**config.mk**
```make
export PLATFORM = sky130hd
export DESIGN_NAME = fer_top
export DESIGN_NICKNAME = d
export VERILOG_FILES = /design/src/hdl/fer_pkg.sv /design/src/hdl/fer_stk_if.sv /design/src/hdl/fer_stack.sv /design/src/hdl/fer_top.sv
export VERILOG_INCLUDE_DIRS = /design/src /design/src/hdl
export SDC_FILE = /design/constraint.sdc
export NUM_CORES = 1
export LEC_CHECK = 0
export BUFFER_PORTS_ARGS = -buffer_cell sky130_fd_sc_hd__buf_2
export CAP_MARGIN = 10
export CORE_UTILIZATION = 40
export CTS_CLUSTER_DIAMETER = 60
export DETAILED_ROUTE_END_ITERATION = 7
export PLACE_DENSITY = 0.64
export SLEW_MARGIN = 20
export SYNTH_ARGS = -nofsm -noshare
export SYNTH_HDL_FRONTEND = slang
export SYNTH_HIERARCHICAL = 1
export SYNTH_SLANG_ARGS = --single-unit
```
**constraint.sdc**
```tcl
create_clock -name CLK -period 4.46 [get_ports CLK]
set_input_delay 0.446 -clock CLK [delete_from_list [all_inputs] [get_ports CLK]]
set_output_delay 0.446 -clock CLK [all_outputs]
set_load 0.02 [all_outputs]
```
**src/hdl/fer_consts.svh**
```systemverilog
// constants for the fp exception report block: offsets, fields, resets
`ifndef FER_CONSTS_SVH
`define FER_CONSTS_SVH

`define FER_A_CTRL 4'h0
`define FER_A_STAT 4'h1
`define FER_A_TAG 4'h2
`define FER_A_SYS 4'h3
`define FER_A_FIP 4'h4

`define FER_ST_IE 0
`define FER_ST_SF 6
`define FER_ST_ES 7
`define FER_ST_C1 9
`define FER_ST_TOP_LO 11
`define FER_ST_WMASK 16'h47FF

`define FER_SYS_NE 0
`define FER_MASK_RST 6'h3F
`define FER_STAT_RST 16'h0000
`define FER_TOP_RST 3'h0
`define FER_TAG_RST 1'b1

`define FER_IND_REAL 80'hFFFF_C000_0000_0000_0000
`define FER_IND_INT 80'h0000_8000_0000_0000_0000
`define FER_IND_BCD 80'hFFFF_C000_0000_0000_0000

`endif

```
**src/hdl/fer_pkg.sv**
```systemverilog
// types shared by the fp exception report block
package fer_pkg;
   typedef enum logic [2:0] {
      FER_OP_OTHER = 3'h0,
      FER_OP_NOWAIT = 3'h1,
      FER_OP_FPWAIT = 3'h2,
      FER_OP_WAIT = 3'h3,
      FER_OP_PACKED = 3'h4
   } fer_op_e;
   typedef enum logic [1:0] {
      FER_IND_K_REAL = 2'h0,
      FER_IND_K_INT = 2'h1,
      FER_IND_K_BCD = 2'h2
   } fer_ind_e;
   typedef enum logic [1:0] {
      FER_PIN_IDLE = 2'b00,
      FER_PIN_DEFER = 2'b01,
      FER_PIN_ASSERT = 2'b11
   } fer_pin_e;
endpackage

```
**src/hdl/fer_stk_if.sv**
```systemverilog
// signals between the report logic and the register stack tracker
`timescale 1ns/1ps
`default_nettype none
interface fer_stk_if;
   logic push;
   logic pop;
   logic rd;
   logic [2:0] idx;
   logic commit;
   logic ovf;
   logic unf;
   logic [2:0] top;
   logic [7:0] empty;
   logic tag_wr;
   logic [7:0] tag_wdata;
   modport main (output push, pop, rd, idx, commit, tag_wr, tag_wdata,
      input ovf, unf, top, empty);
   modport stk (input push, pop, rd, idx, commit, tag_wr, tag_wdata,
      output ovf, unf, top, empty);
endinterface
`default_nettype wire

```
**src/hdl/fer_stack.sv**
```systemverilog
// eight-entry register stack tracker: top pointer, empty tags, faults
`timescale 1ns/1ps
`default_nettype none
`include "fer_consts.svh"
module fer_stack (
   input wire logic clk,
   input wire logic rst_n,
   fer_stk_if.stk sp
);
   logic [2:0] top_r;
   logic [7:0] empty_r;
   logic [2:0] dn;
   logic [2:0] rd_slot;

   // 3-bit arithmetic gives the wraparound for free
   assign dn = top_r - 3'h1;
   assign rd_slot = top_r + sp.idx;
   assign sp.ovf = sp.push && !empty_r[dn];
   assign sp.unf = (sp.rd && empty_r[rd_slot]) || (sp.pop && empty_r[top_r]);
   assign sp.top = top_r;
   assign sp.empty = empty_r;

   // pointer moves only on commit, so an unmasked fault leaves it alone
   always_ff @(posedge clk or negedge rst_n) begin
      if (!rst_n) begin
         top_r <= `FER_TOP_RST;
      end else if (sp.commit && sp.push) begin
         top_r <= dn;
      end else if (sp.commit && sp.pop) begin
         top_r <= top_r + 3'h1;
      end
   end

   for (genvar i = 0; i < 8; i++) begin : g_tag
      always_ff @(posedge clk or negedge rst_n) begin
         if (!rst_n) begin
            empty_r[i] <= `FER_TAG_RST;
         end else if (sp.tag_wr) begin
            empty_r[i] <= sp.tag_wdata[i];
         end else if (sp.commit && sp.push && (dn == 3'(i))) begin
            empty_r[i] <= 1'b0;
         end else if (sp.commit && sp.pop && (top_r == 3'(i))) begin
            empty_r[i] <= 1'b1;
         end
      end
   end
endmodule
`default_nettype wire

```
**src/hdl/fer_top.sv**
```systemverilog
// fp exception report: sticky flags, stack faults, error pin and freeze
//
// Local design decisions: the plain strobed port and the register addresses.
`timescale 1ns/1ps
`default_nettype none
`include "fer_consts.svh"
module fer_top (
   input wire logic CLK,
   input wire logic RESETN,
   input wire logic [3:0] ADDR,
   input wire logic [31:0] WDATA,
   input wire logic WR,
   input wire logic RD,
   output logic [31:0] RDATA,
   input wire logic OP_VALID,
   input wire fer_pkg::fer_op_e OP_CLASS,
   input wire logic OP_PUSH,
   input wire logic OP_POP,
   input wire logic OP_READ,
   input wire logic [2:0] OP_IDX,
   input wire logic [5:0] OP_EXC,
   input wire logic OP_DEFER,
   input wire fer_pkg::fer_ind_e OP_IND_KIND,
   input wire logic [31:0] OP_IP,
   output logic STALL,
   output logic COMMIT,
   output logic IND_VALID,
   output logic [79:0] IND_DATA,
   output logic FP_ERROR_VECTOR,
   output logic FP_ERROR_OUT_N,
   input wire logic IGNORE_NUMERIC_ERROR_IN_N,
   input wire logic MASKABLE_IRQ_IN
);
   import fer_pkg::*;

   fer_stk_if stk ();
   fer_stack u_stack (
      .clk(CLK),
      .rst_n(RESETN),
      .sp(stk.stk)
   );

   logic [1:0] ign_sync_r;
   logic [1:0] irq_sync_r;
   logic ign_s;
   logic irq_s;
   logic [5:0] mask_r;
   logic [15:0] stat_r;
   logic [15:0] stat_nxt;
   logic ne_r;
   logic [31:0] fip_r;
   logic [31:0] rd_mux;
   logic [31:0] rdata_r;
   fer_pin_e pin_st_r;
   fer_pin_e pin_st_nxt;
   logic pin_n_r;
   logic vec_r;
   logic vec_sent_r;
   logic ind_valid_r;
   logic [79:0] ind_data_r;
   logic waiting;
   logic pending;
   logic compat_ign;
   logic op_go;
   logic sfault;
   logic any_unm;
   logic [5:0] exc;
   logic [5:0] unm;

   // pins from outside: two flops before use
   always_ff @(posedge CLK or negedge RESETN) begin
      if (!RESETN) begin
         ign_sync_r <= 2'b11;
         irq_sync_r <= 2'b00;
      end else begin
         ign_sync_r <= {ign_sync_r[0], IGNORE_NUMERIC_ERROR_IN_N};
         irq_sync_r <= {irq_sync_r[0], MASKABLE_IRQ_IN};
      end
   end
   assign ign_s = !ign_sync_r[1];
   assign irq_s = irq_sync_r[1];

   assign waiting = (OP_CLASS == FER_OP_FPWAIT) || (OP_CLASS == FER_OP_WAIT)
      || (OP_CLASS == FER_OP_PACKED);
   assign pending = stat_r[`FER_ST_ES];
   assign compat_ign = !ne_r && ign_s;
   // non-waiting ops never freeze
   assign STALL = OP_VALID && waiting && pending && !compat_ign;
   assign op_go = OP_VALID && !STALL;

   assign stk.push = OP_PUSH;
   assign stk.pop = OP_POP;
   assign stk.rd = OP_READ;
   assign stk.idx = OP_IDX;
   assign stk.tag_wr = WR && (ADDR == `FER_A_TAG);
   assign stk.tag_wdata = WDATA[7:0];

   assign sfault = stk.ovf || stk.unf;
   assign exc = {OP_EXC[5:1], OP_EXC[0] | sfault};
   assign unm = exc & ~mask_r;
   assign any_unm = op_go && (|unm);
   assign COMMIT = op_go && !any_unm;
   assign stk.commit = COMMIT;

   // set wins over a software write in the same cycle
   always_comb begin
      stat_nxt = stat_r;
      if (WR && (ADDR == `FER_A_STAT)) begin
         stat_nxt = WDATA[15:0] & `FER_ST_WMASK;
      end
      if (op_go) begin
         stat_nxt[5:0] = stat_nxt[5:0] | exc;
         if (any_unm) begin
            stat_nxt[`FER_ST_ES] = 1'b1;
         end
         if (sfault) begin
            stat_nxt[`FER_ST_SF] = 1'b1;
            stat_nxt[`FER_ST_C1] = stk.ovf;
         end
      end
   end

   always_ff @(posedge CLK or negedge RESETN) begin
      if (!RESETN) begin
         stat_r <= `FER_STAT_RST;
      end else begin
         stat_r <= stat_nxt;
      end
   end

   always_ff @(posedge CLK or negedge RESETN) begin
      if (!RESETN) begin
         mask_r <= `FER_MASK_RST;
         ne_r <= 1'b0;
      end else begin
         if (WR && (ADDR == `FER_A_CTRL)) begin
            mask_r <= WDATA[5:0];
         end
         if (WR && (ADDR == `FER_A_SYS)) begin
            ne_r <= WDATA[`FER_SYS_NE];
         end
      end
   end

   // only the first fault of an episode is kept; later ones leave it unchanged
   always_ff @(posedge CLK or negedge RESETN) begin
      if (!RESETN) begin
         fip_r <= 32'h0000_0000;
      end else if (any_unm && !pending) begin
         fip_r <= OP_IP;
      end
   end

   // external error pin, compatibility mode only
   always_comb begin
      pin_st_nxt = pin_st_r;
      unique case (pin_st_r)
         FER_PIN_IDLE: begin
            if (any_unm || pending) begin
               if (any_unm && !OP_DEFER && !ign_s) begin
                  pin_st_nxt = FER_PIN_ASSERT;
               end else begin
                  pin_st_nxt = FER_PIN_DEFER;
               end
            end
         end
         FER_PIN_DEFER: begin
            if (!ign_s && OP_VALID && waiting) begin
               pin_st_nxt = FER_PIN_ASSERT;
            end
         end
         FER_PIN_ASSERT: begin
            pin_st_nxt = FER_PIN_ASSERT;
         end
         default: begin
            pin_st_nxt = FER_PIN_IDLE;
         end
      endcase
      if (ne_r || (!pending && !any_unm)) begin
         pin_st_nxt = FER_PIN_IDLE;
      end
   end

   always_ff @(posedge CLK or negedge RESETN) begin
      if (!RESETN) begin
         pin_st_r <= FER_PIN_IDLE;
         pin_n_r <= 1'b1;
      end else begin
         pin_st_r <= pin_st_nxt;
         pin_n_r <= (pin_st_nxt != FER_PIN_ASSERT);
      end
   end
   assign FP_ERROR_OUT_N = pin_n_r;

   // native mode: one vector per pending episode at the frozen op
   always_ff @(posedge CLK or negedge RESETN) begin
      if (!RESETN) begin
         vec_r <= 1'b0;
         vec_sent_r <= 1'b0;
      end else begin
         vec_r <= ne_r && STALL && !vec_sent_r;
         vec_sent_r <= (pending || any_unm) && (vec_sent_r || (ne_r && STALL));
      end
   end
   assign FP_ERROR_VECTOR = vec_r;

   // default result for a masked stack fault
   always_ff @(posedge CLK or negedge RESETN) begin
      if (!RESETN) begin
         ind_valid_r <= 1'b0;
         ind_data_r <= 80'h0000_0000_0000_0000_0000;
      end else begin
         ind_valid_r <= op_go && sfault && mask_r[`FER_ST_IE];
         if (op_go && sfault) begin
            unique case (OP_IND_KIND)
               FER_IND_K_INT: ind_data_r <= `FER_IND_INT;
               FER_IND_K_BCD: ind_data_r <= `FER_IND_BCD;
               default: ind_data_r <= `FER_IND_REAL;
            endcase
         end
      end
   end
   assign IND_VALID = ind_valid_r;
   assign IND_DATA = ind_data_r;

   always_comb begin
      rd_mux = 32'h0000_0000;
      unique case (ADDR)
         `FER_A_CTRL: rd_mux = {26'h000_0000, mask_r};
         `FER_A_STAT: rd_mux = {16'h0000, stat_r[15:14], stk.top, stat_r[10:0]};
         `FER_A_TAG: rd_mux = {24'h00_0000, stk.empty};
         `FER_A_SYS: rd_mux = {29'h0000_0000, irq_s, ign_s, ne_r};
         `FER_A_FIP: rd_mux = fip_r;
         default: rd_mux = 32'h0000_0000;
      endcase
   end

   always_ff @(posedge CLK or negedge RESETN) begin
      if (!RESETN) begin
         rdata_r <= 32'h0000_0000;
      end else begin
         rdata_r <= RD ? rd_mux : 32'h0000_0000;
      end
   end
   assign RDATA = rdata_r;

   flag_set_a: assert property (@(posedge CLK) disable iff (!RESETN)
      any_unm |=> stat_r[`FER_ST_ES] && ((stat_r[5:0] & $past(unm)) == $past(unm)))
      else $error("unmasked exception did not set flags");
   stack_bits_a: assert property (@(posedge CLK) disable iff (!RESETN)
      (op_go && sfault) |=> stat_r[`FER_ST_IE] && stat_r[`FER_ST_SF])
      else $error("stack fault did not set bits 0 and 6");
   cc_one_a: assert property (@(posedge CLK) disable iff (!RESETN)
      (op_go && sfault) |=> stat_r[`FER_ST_C1] == $past(stk.ovf))
      else $error("condition bit wrong after stack fault");
   sf_keep_a: assert property (@(posedge CLK) disable iff (!RESETN)
      (stat_r[`FER_ST_SF] && !(WR && (ADDR == `FER_A_STAT))) |=> stat_r[`FER_ST_SF])
      else $error("stack fault flag dropped by hardware");
   top_hold_a: assert property (@(posedge CLK) disable iff (!RESETN)
      (any_unm && !stk.tag_wr) |=> $stable(stk.top))
      else $error("top moved on unmasked fault");
   pin_now_a: assert property (@(posedge CLK) disable iff (!RESETN)
      (pin_st_r == FER_PIN_IDLE && any_unm && !ne_r && !ign_s && !OP_DEFER)
      |=> !FP_ERROR_OUT_N)
      else $error("error pin not raised at once");
   pin_ign_a: assert property (@(posedge CLK) disable iff (!RESETN)
      (ign_s && FP_ERROR_OUT_N) |=> FP_ERROR_OUT_N)
      else $error("error pin raised while ignored");
   pin_rel_a: assert property (@(posedge CLK) disable iff (!RESETN)
      (!pending && !any_unm) |=> FP_ERROR_OUT_N)
      else $error("error pin held after flags cleared");
   vec_once_a: assert property (@(posedge CLK) disable iff (!RESETN)
      FP_ERROR_VECTOR |-> $past(ne_r) && $past(STALL) ##1 !FP_ERROR_VECTOR)
      else $error("vector not a single pulse at a frozen op");
   nowait_go_a: assert property (@(posedge CLK) disable iff (!RESETN)
      (OP_VALID && OP_CLASS == FER_OP_NOWAIT) |-> !STALL)
      else $error("non-waiting op was frozen");
   masked_ind_a: assert property (@(posedge CLK) disable iff (!RESETN)
      (op_go && sfault && mask_r[0]) |=> IND_VALID ##1 !IND_VALID || $past(op_go))
      else $error("no indefinite value for masked stack fault");
endmodule
`default_nettype wire

```
=== Word level (Yosys, flattened, before mapping) ===
Cells that the tools add are included.

* Bits in registers: 184
* Latch bits: 0
* Memory bits (writable): 0
* Memory bits (read-only): 0
* Input bits: 93
* Logic and storage cells: 177
* Memories: 0

* $add $sub $neg: 3
* Multipliers: 0
* Divide/modulo/power cells: 0
* Order comparisons: 3
* Equality and inequality tests: 25
* Shift-type cells: 0
* Multiplexer cells: 46
* Bitwise logic cells: 4
* Reductions and logical operators: 73

{| class="wikitable"
|+ Operators with widths
! cell !! count
|-
| $pmux W32 S5 || 1
|-
| $mux W80 || 1
|-
| $logic_and A1 B1 Y1 || 43
|-
| $mux W32 || 1
|-
| $mux W1 || 31
|-
| $eq A3 B3 Y1 const B || 9
|-
| $reduce_bool A3 Y1 || 8
|-
| $eq A3 B2 Y1 const B || 6
|-
| $lt A3 B4 Y1 const B || 3
|-
| $mux W10 || 1
|-
| $bmux W1 S3 || 3
|-
| $logic_not A1 Y1 || 9
|-
| $eq A4 B2 Y1 const B || 2
|-
| $mux W2 || 4
|-
| $mux W8 || 1
|-
| $logic_or A1 B1 Y1 || 7
|-
| $and A6 B6 Y6 || 1
|-
| $eq A3 B1 Y1 const B || 2
|-
| $logic_not A3 Y1 || 2
|-
| $mux W3 || 2
|-
| $not A6 Y6 || 1
|-
| $or A6 B6 Y6 || 1
|-
| $pmux W2 S3 || 1
|-
| $reduce_or A6 Y1 || 1
|-
| other kinds (12) || 13
|}

=== Longest topological paths before layout ===
Gate-level depths: netlist of run 1.

* Depth after elaboration: 17
* Gate-level depth with buffers: 13
* Mapped depth without buffers: 12

=== By module ===
The synthesis of run 1 kept the hierarchy.

{| class="wikitable"
|+ Modules (own cells, without submodules)
! module !! instances !! cells an instance !! area an instance (sq um)
|-
| fer_top || 1 || 370 || 4483.0
|-
| fer_stack || 1 || 89 || 980.9
|}

=== Least setup slack after synthesis of run 1 ===
No wires, ideal clock.

* Path type: register to register
* From: register u_stack.top_r[1], in the netlist u_stack/sp.top[1]
* To: register u_stack.empty_r[6], in the netlist u_stack/sp.empty[6]
* Arrival: 3.750 ns
* Required time: 4.400 ns
* Setup slack: 0.650 ns
* Stages on the path, launching flop included: 13
* Path through: dfrtp_1 > inv_1 > fa_1 > mux4_1 > mux2_2 > a22o_1 > nor3_2 > o221ai_1 > nor3_1 > clkbuf_1 > a41oi_1 > a311oi_1 > a21o_1

* Cells in the longest elaborated chain, start to end: 16
* Elaborated cells between the ends (all ways): 29
* Those cells by class: 2 x add/sub; 2 x eq/ne; 8 x mux; 2 x bitwise; 15 x reduce/logical

{| class="wikitable"
|+ Ends and longest elaborated chain
! what !! line !! RTL
|-
| start, declared || fer_stack.sv:10 || <nowiki>logic [2:0] top_r;</nowiki>
|-
| start signal, assigned || fer_stack.sv:26 || <nowiki>top_r <= `FER_TOP_RST;</nowiki>
|-
| start signal, assigned || fer_stack.sv:28 || <nowiki>top_r <= dn;</nowiki>
|-
| start signal, assigned || fer_stack.sv:30 || <nowiki>top_r <= top_r + 3'h1;</nowiki>
|-
| $add A3 B3 Y3 || fer_stack.sv:17 || <nowiki>assign rd_slot = top_r + sp.idx;</nowiki>
|-
| $bmux W1 S3 || fer_stack.sv:19 || <nowiki>assign sp.unf = (sp.rd && empty_r[rd_slot]) || (sp.pop && empty_r[top_r]);</nowiki>
|-
| $mux W1 (not written as such) || fer_stack.sv:19 ||
|-
| $logic_and A1 B1 Y1 || fer_stack.sv:19 ||
|-
| $logic_or A1 B1 Y1 * || fer_stack.sv:19 ||
|-
| via stk.unf || fer_stk_if.sv:11 || <nowiki>logic unf;</nowiki>
|-
| $logic_or A1 B1 Y1 * || fer_top.sv:98 || <nowiki>assign sfault = stk.ovf || stk.unf;</nowiki>
|-
| $or A1 B1 Y1 * || fer_top.sv:99 || <nowiki>assign exc = {OP_EXC[5:1], OP_EXC[0] | sfault};</nowiki>
|-
| $and A6 B6 Y6 * || fer_top.sv:100 || <nowiki>assign unm = exc & ~mask_r;</nowiki>
|-
| $reduce_or A6 Y1 * || fer_top.sv:101 || <nowiki>assign any_unm = op_go && (|unm);</nowiki>
|-
| $logic_and A1 B1 Y1 * || fer_top.sv:101 ||
|-
| $logic_not A1 Y1 * || fer_top.sv:102 || <nowiki>assign COMMIT = op_go && !any_unm;</nowiki>
|-
| $logic_and A1 B1 Y1 * || fer_top.sv:102 ||
|-
| via COMMIT || fer_top.sv:26 || <nowiki>output logic COMMIT,</nowiki>
|-
| $logic_and A1 B1 Y1 (2 in a row) || fer_stack.sv:40 || <nowiki>end else if (sp.commit && sp.push && (dn == 3'(i))) begin</nowiki>
|-
| $mux W1 || fer_stack.sv:40 ||
|-
| $mux W1 || fer_stack.sv:38 || <nowiki>end else if (sp.tag_wr) begin</nowiki>
|-
| end signal, assigned by index || fer_stack.sv:37 || <nowiki>empty_r[i] <= `FER_TAG_RST;</nowiki>
|-
| end signal, assigned by index || fer_stack.sv:39 || <nowiki>empty_r[i] <= sp.tag_wdata[i];</nowiki>
|-
| end, declared || fer_stack.sv:11 || <nowiki>logic [7:0] empty_r;</nowiki>
|}

Mark *: on every way through the listed nets, which the timed path passes. The rest lies on a longest branch. The select of a mux whose other input is x is not followed.
A chain may end at the register's enable or synchronous reset.

=== Worst setup path in the final report of run 1 ===
* From: register u_stack.top_r[1], in the netlist u_stack/sp.top[1]
* To: output port COMMIT

* Cells in the longest elaborated chain, start to end: 12
* Elaborated cells between the ends (all ways): 20
* Those cells by class: 2 x add/sub; 6 x mux; 2 x bitwise; 10 x reduce/logical

{| class="wikitable"
|+ Ends and longest elaborated chain
! what !! line
|-
| $add A3 B3 Y3 || fer_stack.sv:17
|-
| $bmux W1 S3 || fer_stack.sv:19
|-
| $mux W1 (not written as such) || fer_stack.sv:19
|-
| $logic_and A1 B1 Y1 || fer_stack.sv:19
|-
| $logic_or A1 B1 Y1 * || fer_stack.sv:19
|-
| via stk.unf || fer_stk_if.sv:11
|-
| $logic_or A1 B1 Y1 * || fer_top.sv:98
|-
| $or A1 B1 Y1 * || fer_top.sv:99
|-
| $and A6 B6 Y6 * || fer_top.sv:100
|-
| $reduce_or A6 Y1 * || fer_top.sv:101
|-
| $logic_and A1 B1 Y1 * || fer_top.sv:101
|-
| $logic_not A1 Y1 * || fer_top.sv:102
|-
| $logic_and A1 B1 Y1 * || fer_top.sv:102
|-
| end, declared || fer_top.sv:26
|}

Marked as above.

==> flow_metrics.py, run 1 <==
metrics = {
    "grt": {
        "grt_usage_pct": 17.9,
        "first_global_vias": 3720,
        "antenna_found_initial": 0,
        "grt_max_degree": 62,
        "grt.overflow.total": 0,
        "grt_pass1_wl_um": 19400,
    },
    "synth": {
        "synth-warning-count": 6,
        "synth_top_cell_area_share_pct": 40.8,
        "synth_area_um2": 5460,
        "ys_seq_elements": 106,
        "synth_ff_type": "dfrtp_1",
        "ys_types": 60,
        "synthArstFlopShare_pct": 100,
        "synth.avg_cell_area_um2": 11.9,
        "yosys-top-cells-area": "dfrtp_1 (41%), buf_4 (11%), mux2_2 (10%), dfstp_2 (8.2%), and3_1 (2.9%)",
        "yosys.area.top_type": "dfrtp_1",
        "ys_seq_area_share_pct": 48.9,
        "synth-edff-count": 0,
        "postSynthCellCount": 459,
    },
    "critical_path": {
        "worstPathMaxFanout": 14,
        "cp-start-kind": "register",
        "r2r_end": "u_stack/sp.empty[4]",
        "timing.rr.start": "u_stack/sp.top[1]",
        "reg2reg_depth": 12,
        "crit_type": "reg2out",
        "arrival_ns": 3.72,
        "required_ns": 4.01,
        "worstSetupEndpointType": "output pin",
        "r2r_slack_ns": 0.53,
    },
    "floorplan": {
        "dieWidth_um": 119,
        "dieArea_um2": 14100,
        "start_util_pct": 41.1,
        "rows": 42,
        "die_h_um": 119,
        "core-area_um2": 13300,
        "io-pin-count": 210,
    },
    "routing": {
        "routedWlPerCell_um": 16.5,
        "avgViaCountPerCell": 5.07,
        "finalWirelength_um": 12300,
        "firstDrtPassIters": 5,
        "dr.first_iter.drc_count": 275,
        "vias": 3775,
        "route.detailed.drc": 0,
        "postRouteAntennaNets": 0,
    },
    "final_layout": {
        "antenna_cells": 0,
        "layout_commonest_cell": "buf_2",
        "nets": 666,
        "synthToLayoutAreaGrowth_pct": 13.2,
        "mostFrequentLayoutCells": "buf_2 (126), dfrtp_1 (89), conb_1 (62)",
        "drive_gt1_share_pct": 39.1,
    },
    "power_and_ir_drop": {
        "ir_worst_vdd_uv": 237,
        "seqPwrFrac_pct": 44.4,
        "clkPwrFrac_pct": 27.0,
        "p_leak_nw": 3.13,
        "p_per_area_nw_per_um2": 476,
        "switching_share_pct": 32.3,
        "power.internal_w": 0.00199,
        "pwr-share-comb_pct": 28.6,
        "power_switching_w": 0.000952,
    },
    "timing": {
        "worst_pin_slew_ns": 1.08,
        "min_period_over_period_pct": 93.4,
        "rsz0062_at_grt": "no",
        "max-slew-margin-rel_pct": 27.2,
        "final_hold_viol_count": 0,
        "fin_skew_ns": 0.00441,
        "fmax_ghz": 0.240,
        "finalSetupViolCount": 0,
        "timing.final.crit_period_ns": 4.16,
        "drv_slew": 0,
        "tns_ns": 0,
        "worst_slack_ns": 0.296,
    },
    "clock_network": {
        "hold_buffers": 0,
        "cts_sinks": 106,
        "cts_inserted_buffers": 9,
        "root_buffer": "clkbuf_16",
        "clk_pin_slew_ns": 0.07,
        "post-cts-setup-buffers": 0,
        "cts.path.max_buffers": 2,
        "clock_insertion_delay_worst_skew_ns": 0.34,
        "cts_tree": "done",
        "post_cts_resize_count": 0,
        "htree_levels": 3,
    },
    "place": {
        "portBuffers": 127,
        "pre_cts_ws_ns": 0.565,
        "dp_hpwl_um": 8790,
        "place.gp.congestion": 0.874,
    },
    "run_status": {
        "status": "completed",
    },
    "job": {
        "drv_cap": 0,
    },
    "worst_hold_path": {
        "hold_path_class": "in2async",
    },
}
[power groups by stage]
stage	Sequential [W]	Combinational (W)	Clock (W)
after floorplan	0.00130	0.000711	0
after global routing	0.00133	0.000910	0.000854
after detailed placement	0.00132	0.000838	0
after CTS	0.00131	0.000840	0.000818
after global placement	0.00131	0.000817	0
final	0.00131	0.000841	0.000795
[state kept, by name, summed over array words and instances, names as in the netlist, 3 cells and up]
name              flops
fip_r                32
u_stack/sp.top        3
mask_r                6
stat_r               12
RDATA                32
u_stack/sp.empty      8
[worst max-delay path, stage by stage (launching register included)]
cell,delay (ns)
dfrtp_1,0.58
inv_1,0.20
fa_1,0.59
mux4_1,0.29
mux2_2,0.27
a22o_1,0.30
nor3_2,0.21
o221ai_1,0.25
nor3_1,0.25
buf_4,0.24
buf_2,0.19
[synthesized netlist by cell type (2+ instances only)]
| cell type | count |
|---|---|
| a21o_1 | 7 |
| a21oi_1 | 8 |
| a221o_1 | 2 |
| a222oi_1 | 2 |
| a22o_1 | 9 |
| a22oi_1 | 13 |
| a311oi_1 | 5 |
| a31oi_1 | 3 |
| a41oi_1 | 3 |
| and2_1 | 2 |
| and3_1 | 25 |
| buf_2 | 9 |
| buf_4 | 78 |
| buf_6 | 4 |
| clkbuf_1 | 9 |
| dfrtp_1 | 89 |
| dfstp_2 | 17 |
| ha_1 | 9 |
| inv_1 | 13 |
| mux2_2 | 50 |
| mux2i_1 | 4 |
| mux4_1 | 4 |
| mux4_2 | 2 |
| nand2_1 | 10 |
| nand2b_1 | 5 |
| nand3_1 | 8 |
| nor2_1 | 17 |
| nor2b_1 | 6 |
| nor3_1 | 2 |
| nor3_2 | 2 |
| o211ai_1 | 3 |
| o21ai_0 | 6 |
| o221ai_1 | 2 |
| o31ai_1 | 3 |
| o32ai_1 | 2 |
| xnor2_1 | 2 |
[per-stage QoR]
stage               instances  cell area, um2  power [W]  util [%]  hold slack, ns
global placement          728            5890    0.00213      44.3           0.338
finish                    744            6190    0.00294      46.5           0.179
floorplan                 520            5690    0.00201         -           0.150
global route              744            6190    0.00310      46.5           0.185
detailed placement        728            5890    0.00216      44.3           0.342
CTS                       744            6190    0.00296      46.5           0.184
[metal layers]
metal	share of wire, %	global-route usage (%)
met1	43	24.0
met2	48	28.4
met3	7.1	4.02
met4	1.3	6.57
met5	0	0
[layout make-up]
class | count | area [um2]
fill | 1229 | 7110
clock inverter | 5 | 62.6
multi-input combinational | 300 | 2270
timing repair buffer | 133 | 683
clock buffer | 11 | 233
inverter | 13 | 48.8
sequential | 106 | 2670
tap | 176 | 220
[worst max path at each step]
stage                            startpoint             endpoint  slack [ns]
final                     u_stack/sp.top[1]               COMMIT        0.30
after floorplan           u_stack/sp.top[1]  u_stack/sp.empty[6]        0.65
after CTS                 u_stack/sp.top[1]               COMMIT        0.26
after detailed placement  u_stack/sp.top[1]  u_stack/sp.empty[4]        0.57
after global routing      u_stack/sp.top[1]               COMMIT        0.08
after global placement    u_stack/sp.top[1]  u_stack/sp.empty[3]        0.69
[logic make-up (layout without fill, tap and decap cells)]
family / Yosys count / in the layout / share of synthesized area (%)
AND/OR/NAND/NOR: 85 / 85 / 8.91
adder cells (fa/ha/maj): 10 / 10 / 2.43
other: 1 / 62 / 0.0686
buffers and inverters: 114 / 162 / 13.9
AO/OA/AOI/OAI: 78 / 78 / 10.8
multiplexers: 61 / 61 / 14.0
XOR/XNOR: 4 / 4 / 0.893
flip-flops: 106 / 106 / 48.9
Power figures use the tool's default switching activity.
==> inputs of run 2 (changes only) <==
--- a/config.mk
+++ b/config.mk
@@ -6,7 +6,7 @@
 export SDC_FILE = /design/constraint.sdc
 export NUM_CORES = 1
 export LEC_CHECK = 0
-export BUFFER_PORTS_ARGS = -buffer_cell sky130_fd_sc_hd__buf_2
+export BUFFER_PORTS_ARGS = -buffer_cell sky130_fd_sc_hd__clkbuf_2
 export CAP_MARGIN = 10
 export CORE_UTILIZATION = 40
 export CTS_CLUSTER_DIAMETER = 60
==> run 2 against run 1 <==
  * Count of clock-buffer cells in the layout shrank 2
  * Critical endpoint unchanged
  * Die area stayed put
  * Largest cell class unchanged
  * Sequential share of layout area rose by 0.070 points
  * Non-clock buffer count stayed put
  * Flip-flop and latch count did not move
  * Hold slack lost 0.0014 ns
==> flow_metrics.py, run 2 (same netlist as run 1, synthesis figures left out) <==
metrics = {
    "clock_network": {
        "htree_levels": 3,
        "root_buffer": "clkbuf_16",
        "post_cts_resize_count": 0,
        "hold_buffers": 0,
        "cts_sinks": 106,
        "post-cts-setup-buffers": 0,
        "clock_insertion_delay_worst_skew_ns": 0.34,
        "clk_pin_slew_ns": 0.07,
        "cts.path.max_buffers": 2,
        "cts_tree": "done",
        "cts_inserted_buffers": 9,
    },
    "timing": {
        "drv_slew": 0,
        "worst_slack_ns": 0.330,
        "tns_ns": 0,
        "max-slew-margin-rel_pct": 30.6,
        "worst_pin_slew_ns": 1.03,
        "fin_hold_ws_ns": 0.177,
        "finalSetupViolCount": 0,
        "fin_skew_ns": 0.00526,
        "rsz0062_at_grt": "no",
        "fmax_ghz": 0.242,
        "min_period_over_period_pct": 92.6,
        "timing.final.crit_period_ns": 4.13,
        "final_hold_viol_count": 0,
    },
    "worst_hold_path": {
        "hold_path_class": "in2async",
    },
    "floorplan": {
        "dieArea_um2": 14100,
        "dieWidth_um": 119,
        "core-area_um2": 13300,
        "rows": 42,
        "io-pin-count": 210,
        "start_util_pct": 41.1,
        "die_h_um": 119,
    },
    "power_and_ir_drop": {
        "p_per_area_nw_per_um2": 472,
        "ir_worst_vdd_uv": 218,
        "p_total_w": 0.00292,
        "p_leak_nw": 3.13,
    },
    "critical_path": {
        "timing.rr.start": "u_stack/sp.top[1]",
        "arrival_ns": 3.68,
        "worstPathMaxFanout": 14,
        "r2r_end": "u_stack/sp.empty[4]",
        "cp_slowest_cell": "dfrtp_1",
        "crit_type": "reg2out",
        "required_ns": 4.01,
        "path_delay_family": "buffers and inverters",
        "worstSetupEndpointType": "output pin",
        "reg2reg_depth": 12,
        "worst-path-buf-inv": 3,
        "cp-start-kind": "register",
        "r2r_slack_ns": 0.59,
        "critPathMaxStageDelay_ns": 0.58,
        "worstPathCellList": "inv_1, fa_1, mux4_1, mux2_2, a22o_1, nor3_2, o221ai_1, nor3_1, buf_4, clkbuf_2",
    },
    "final_layout": {
        "postLayoutCellArea_um2": 6180,
        "antenna_cells": 0,
        "mostFrequentLayoutCells": "clkbuf_2 (126), dfrtp_1 (89), conb_1 (62)",
        "synthToLayoutAreaGrowth_pct": 13.1,
        "layout_commonest_cell": "clkbuf_2",
        "nets": 666,
        "nFillCells": 1218,
        "drive_gt1_share_pct": 39.4,
    },
    "routing": {
        "dr.first_iter.drc_count": 279,
        "postRouteAntennaNets": 0,
        "avgViaCountPerCell": 5.01,
        "route.detailed.drc": 0,
        "firstDrtPassIters": 4,
        "finalWirelength_um": 12100,
        "routedWlPerCell_um": 16.3,
        "vias": 3724,
    },
    "run_status": {
        "status": "completed",
    },
    "grt": {
        "first_global_vias": 3573,
        "grt_pass1_wl_um": 18900,
        "grt_usage_pct": 17.6,
        "antenna_found_initial": 0,
        "grt_max_degree": 62,
        "grt.overflow.total": 0,
    },
    "place": {
        "dp_hpwl_um": 8860,
        "placed_area_um2": 5890,
        "place.gp.congestion": 0.877,
        "pre_cts_ws_ns": 0.620,
        "portBuffers": 127,
    },
    "job": {
        "drv_cap": 0,
    },
}
-- run 2: cell types whose count changed in the layout (fill, tap and decap cells not counted), sizes merged --
cell / previous run / this run
bufinv: 1 / 0
inv: 14 / 16
buf: 133 / 7
clkbuf: 11 / 135
clkinv: 1 / 2
-- run 2: worst max path at each step --
stage	start	end	slack [ns]	cells past startpoint
finish	u_stack/sp.top[1]	COMMIT	0.33	10
global route	u_stack/sp.top[1]	COMMIT	0.15	10
CTS	u_stack/sp.top[1]	COMMIT	0.33	10
detailed placement	u_stack/sp.top[1]	fip_r[30]	0.62	10
global placement	u_stack/sp.top[1]	fip_r[10]	0.70	10
floorplan	u_stack/sp.top[1]	u_stack/sp.empty[6]	0.65	12
-- run 2: cell type report --
cell class,count,area (um2),share of cell area [%]
Clock buffer,9,225,3.65
Clock inverter,7,60.1,0.972
Inverter,13,48.8,0.790
Multi-Input combinational cell,300,2270,36.7
Sequential cell,106,2670,43.3
Tap cell,176,220,3.56
Timing Repair Buffer,133,683,11.1
-- run 2: metal layers --
layer / global-route usage [%] / wire length (um)
met1: 23.5 / 5270
met2: 28.2 / 5890
met3: 4.45 / 839
met4: 5.14 / 155
met5: 0 / 0
-- run 2: where the power goes --
| part | switching (W) | internal [W] | leakage, nW |
|---|---|---|---|
| logic | 0.000462 | 0.000379 | 1.70 |
| registers | 0.000141 | 0.00117 | 1.29 |
| clock network | 0.000374 | 0.000389 | 0.136 |
| total | 0.000977 | 0.00194 | 3.13 |
-- run 2: stage by stage --
stage | util [%] | instances
6_report | 46.5 | 744
5_1_grt | 46.5 | 744
4_1_cts | 46.5 | 744
3_5_place_dp | 44.3 | 728
3_3_place_gp | 44.3 | 728
2_1_floorplan | - | 520
==> inputs of run 3 (changes only) <==
--- a/config.mk
+++ b/config.mk
@@ -8,10 +8,10 @@
 export LEC_CHECK = 0
 export BUFFER_PORTS_ARGS = -buffer_cell sky130_fd_sc_hd__clkbuf_2
 export CAP_MARGIN = 10
-export CORE_UTILIZATION = 40
+export CORE_UTILIZATION = 49
 export CTS_CLUSTER_DIAMETER = 60
 export DETAILED_ROUTE_END_ITERATION = 7
-export PLACE_DENSITY = 0.64
+export PLACE_DENSITY = 0.77
 export SLEW_MARGIN = 20
 export SYNTH_ARGS = -nofsm -noshare
 export SYNTH_HDL_FRONTEND = slang
==> run 3 against run 2 <==
  * Fmax decreased by 1.2%
  * Non-clock buffer count rose by 1
  * Worst setup slack lost 0.049 ns
  * Global-route usage up 3.2 points
  * Combinational power down 0.5%
  * Utilization increased by 9.7 points
  * Register-to-register slack about the same
==> flow_metrics.py, run 3 (same netlist as run 1, synthesis figures left out) <==
metrics = {
    "power_and_ir_drop": {
        "p_total_w": 0.00283,
        "p_per_area_nw_per_um2": 465,
        "p_leak_nw": 3.12,
        "ir_worst_vdd_uv": 273,
    },
    "place": {
        "place.gp.congestion": 0.923,
        "portBuffers": 127,
        "dp_hpwl_um": 8680,
    },
    "routing": {
        "dr.first_iter.drc_count": 299,
        "finalWirelength_um": 11800,
        "routedWlPerCell_um": 16.7,
        "avgViaCountPerCell": 5.31,
        "route.detailed.drc": 0,
        "postRouteAntennaNets": 0,
        "firstDrtPassIters": 5,
        "vias": 3764,
    },
    "timing": {
        "min_period_over_period_pct": 93.7,
        "finalSetupViolCount": 0,
        "tns_ns": 0,
        "final_hold_viol_count": 0,
        "max-slew-margin-rel_pct": 23.8,
        "fmax_ghz": 0.239,
        "drv_slew": 0,
        "worst_pin_slew_ns": 1.14,
        "rsz0062_at_grt": "no",
        "timing.final.crit_period_ns": 4.18,
        "fin_skew_ns": 0.00781,
        "fin_hold_ws_ns": 0.0928,
    },
    "clock_network": {
        "post_cts_resize_count": 0,
        "cts.path.max_buffers": 2,
        "htree_levels": 3,
        "hold_buffers": 0,
        "cts_sinks": 106,
        "clock_insertion_delay_worst_skew_ns": 0.38,
        "cts_inserted_buffers": 9,
        "cts_tree": "done",
        "post-cts-setup-buffers": 0,
        "root_buffer": "clkbuf_8",
        "clk_pin_slew_ns": 0.10,
    },
    "critical_path": {
        "r2r_slack_ns": 0.58,
        "r2r_end": "u_stack/sp.empty[6]",
        "timing.rr.start": "u_stack/sp.top[1]",
        "worstPathMaxFanout": 14,
        "required_ns": 4.01,
        "worstSetupEndpointType": "output pin",
        "crit_end": "COMMIT",
        "crit_type": "reg2out",
        "startpoint": "u_stack/sp.top[1]",
        "reg2reg_depth": 12,
        "arrival_ns": 3.73,
        "cp-start-kind": "register",
    },
    "floorplan": {
        "rows": 38,
        "io-pin-count": 210,
        "core-area_um2": 10800,
        "start_util_pct": 50.4,
        "dieWidth_um": 108,
        "die_h_um": 108,
        "dieArea_um2": 11600,
    },
    "grt": {
        "grt.overflow.total": 0,
        "antenna_found_initial": 0,
        "grt_pass1_wl_um": 18400,
        "grt_max_degree": 86,
        "grt_usage_pct": 20.8,
        "first_global_vias": 3619,
    },
    "final_layout": {
        "mostFrequentLayoutCells": "clkbuf_2 (126), dfrtp_1 (89), conb_1 (62)",
        "synthToLayoutAreaGrowth_pct": 11.5,
        "layout_commonest_cell": "clkbuf_2",
        "antenna_cells": 0,
        "nFillCells": 905,
        "nets": 667,
        "drive_gt1_share_pct": 39.5,
    },
    "run_status": {
        "status": "completed",
    },
    "worst_hold_path": {
        "hold_path_class": "in2async",
    },
    "job": {
        "drv_cap": 0,
    },
}
run 3: cell type report:
cell class	instances	area [um2]	area share, %
Clock buffer	9	124	2.03
Clock inverter	7	109	1.79
Inverter	13	48.8	0.801
Multi-Input combinational cell	300	2270	37.2
Sequential cell	106	2670	43.9
Tap cell	140	175	2.88
Timing Repair Buffer	134	694	11.4
run 3: power by group:
part           internal, W  switching [W]  total (W)
Clock             0.000328       0.000347   0.000675
Sequential         0.00117       0.000147    0.00132
Combinational     0.000379       0.000457   0.000837
Total              0.00188       0.000951    0.00283
run 3: layer usage:
layer | vias up | global-route usage [%] | routed length, um
li1 | 1708 | - | -
met1 | 1872 | 27.5 | 5090
met2 | 169 | 34.3 | 5820
met3 | 15 | 2.91 | 706
met4 | 0 | 8.51 | 211
met5 | - | 0 | 0
run 3: critical path, cell delays in order (launching register included):
cell	delay [ns]
dfrtp_1	0.57
inv_1	0.18
fa_1	0.61
mux4_1	0.30
mux2_2	0.27
a22o_1	0.29
nor3_2	0.22
o221ai_1	0.24
nor3_1	0.24
buf_4	0.24
clkbuf_2	0.20
run 3: worst min path at each step:
stage / from / to / slack, ns
after floorplan: RESETN / FP_ERROR_VECTOR / 0.15
after global placement: irq_sync_r[0] / irq_sync_r[1] / 0.34
after detailed placement: irq_sync_r[0] / irq_sync_r[1] / 0.36
after CTS: IGNORE_NUMERIC_ERROR_IN_N / ign_sync_r[0] / 0.13
after global routing: IGNORE_NUMERIC_ERROR_IN_N / ign_sync_r[0] / 0.14
final: RESETN / fip_r[9] / 0.09
run 3: stage by stage:
stage                     instances  setup slack, ns  area, um2  util (%)
after global placement          693            0.762       5850      54.0
after CTS                       709            0.302       6090      56.2
after floorplan                 520            0.650       5690         -
after detailed placement        693            0.675       5850      54.0
after global routing            709            0.162       6090      56.2
final                           709            0.280       6090      56.2
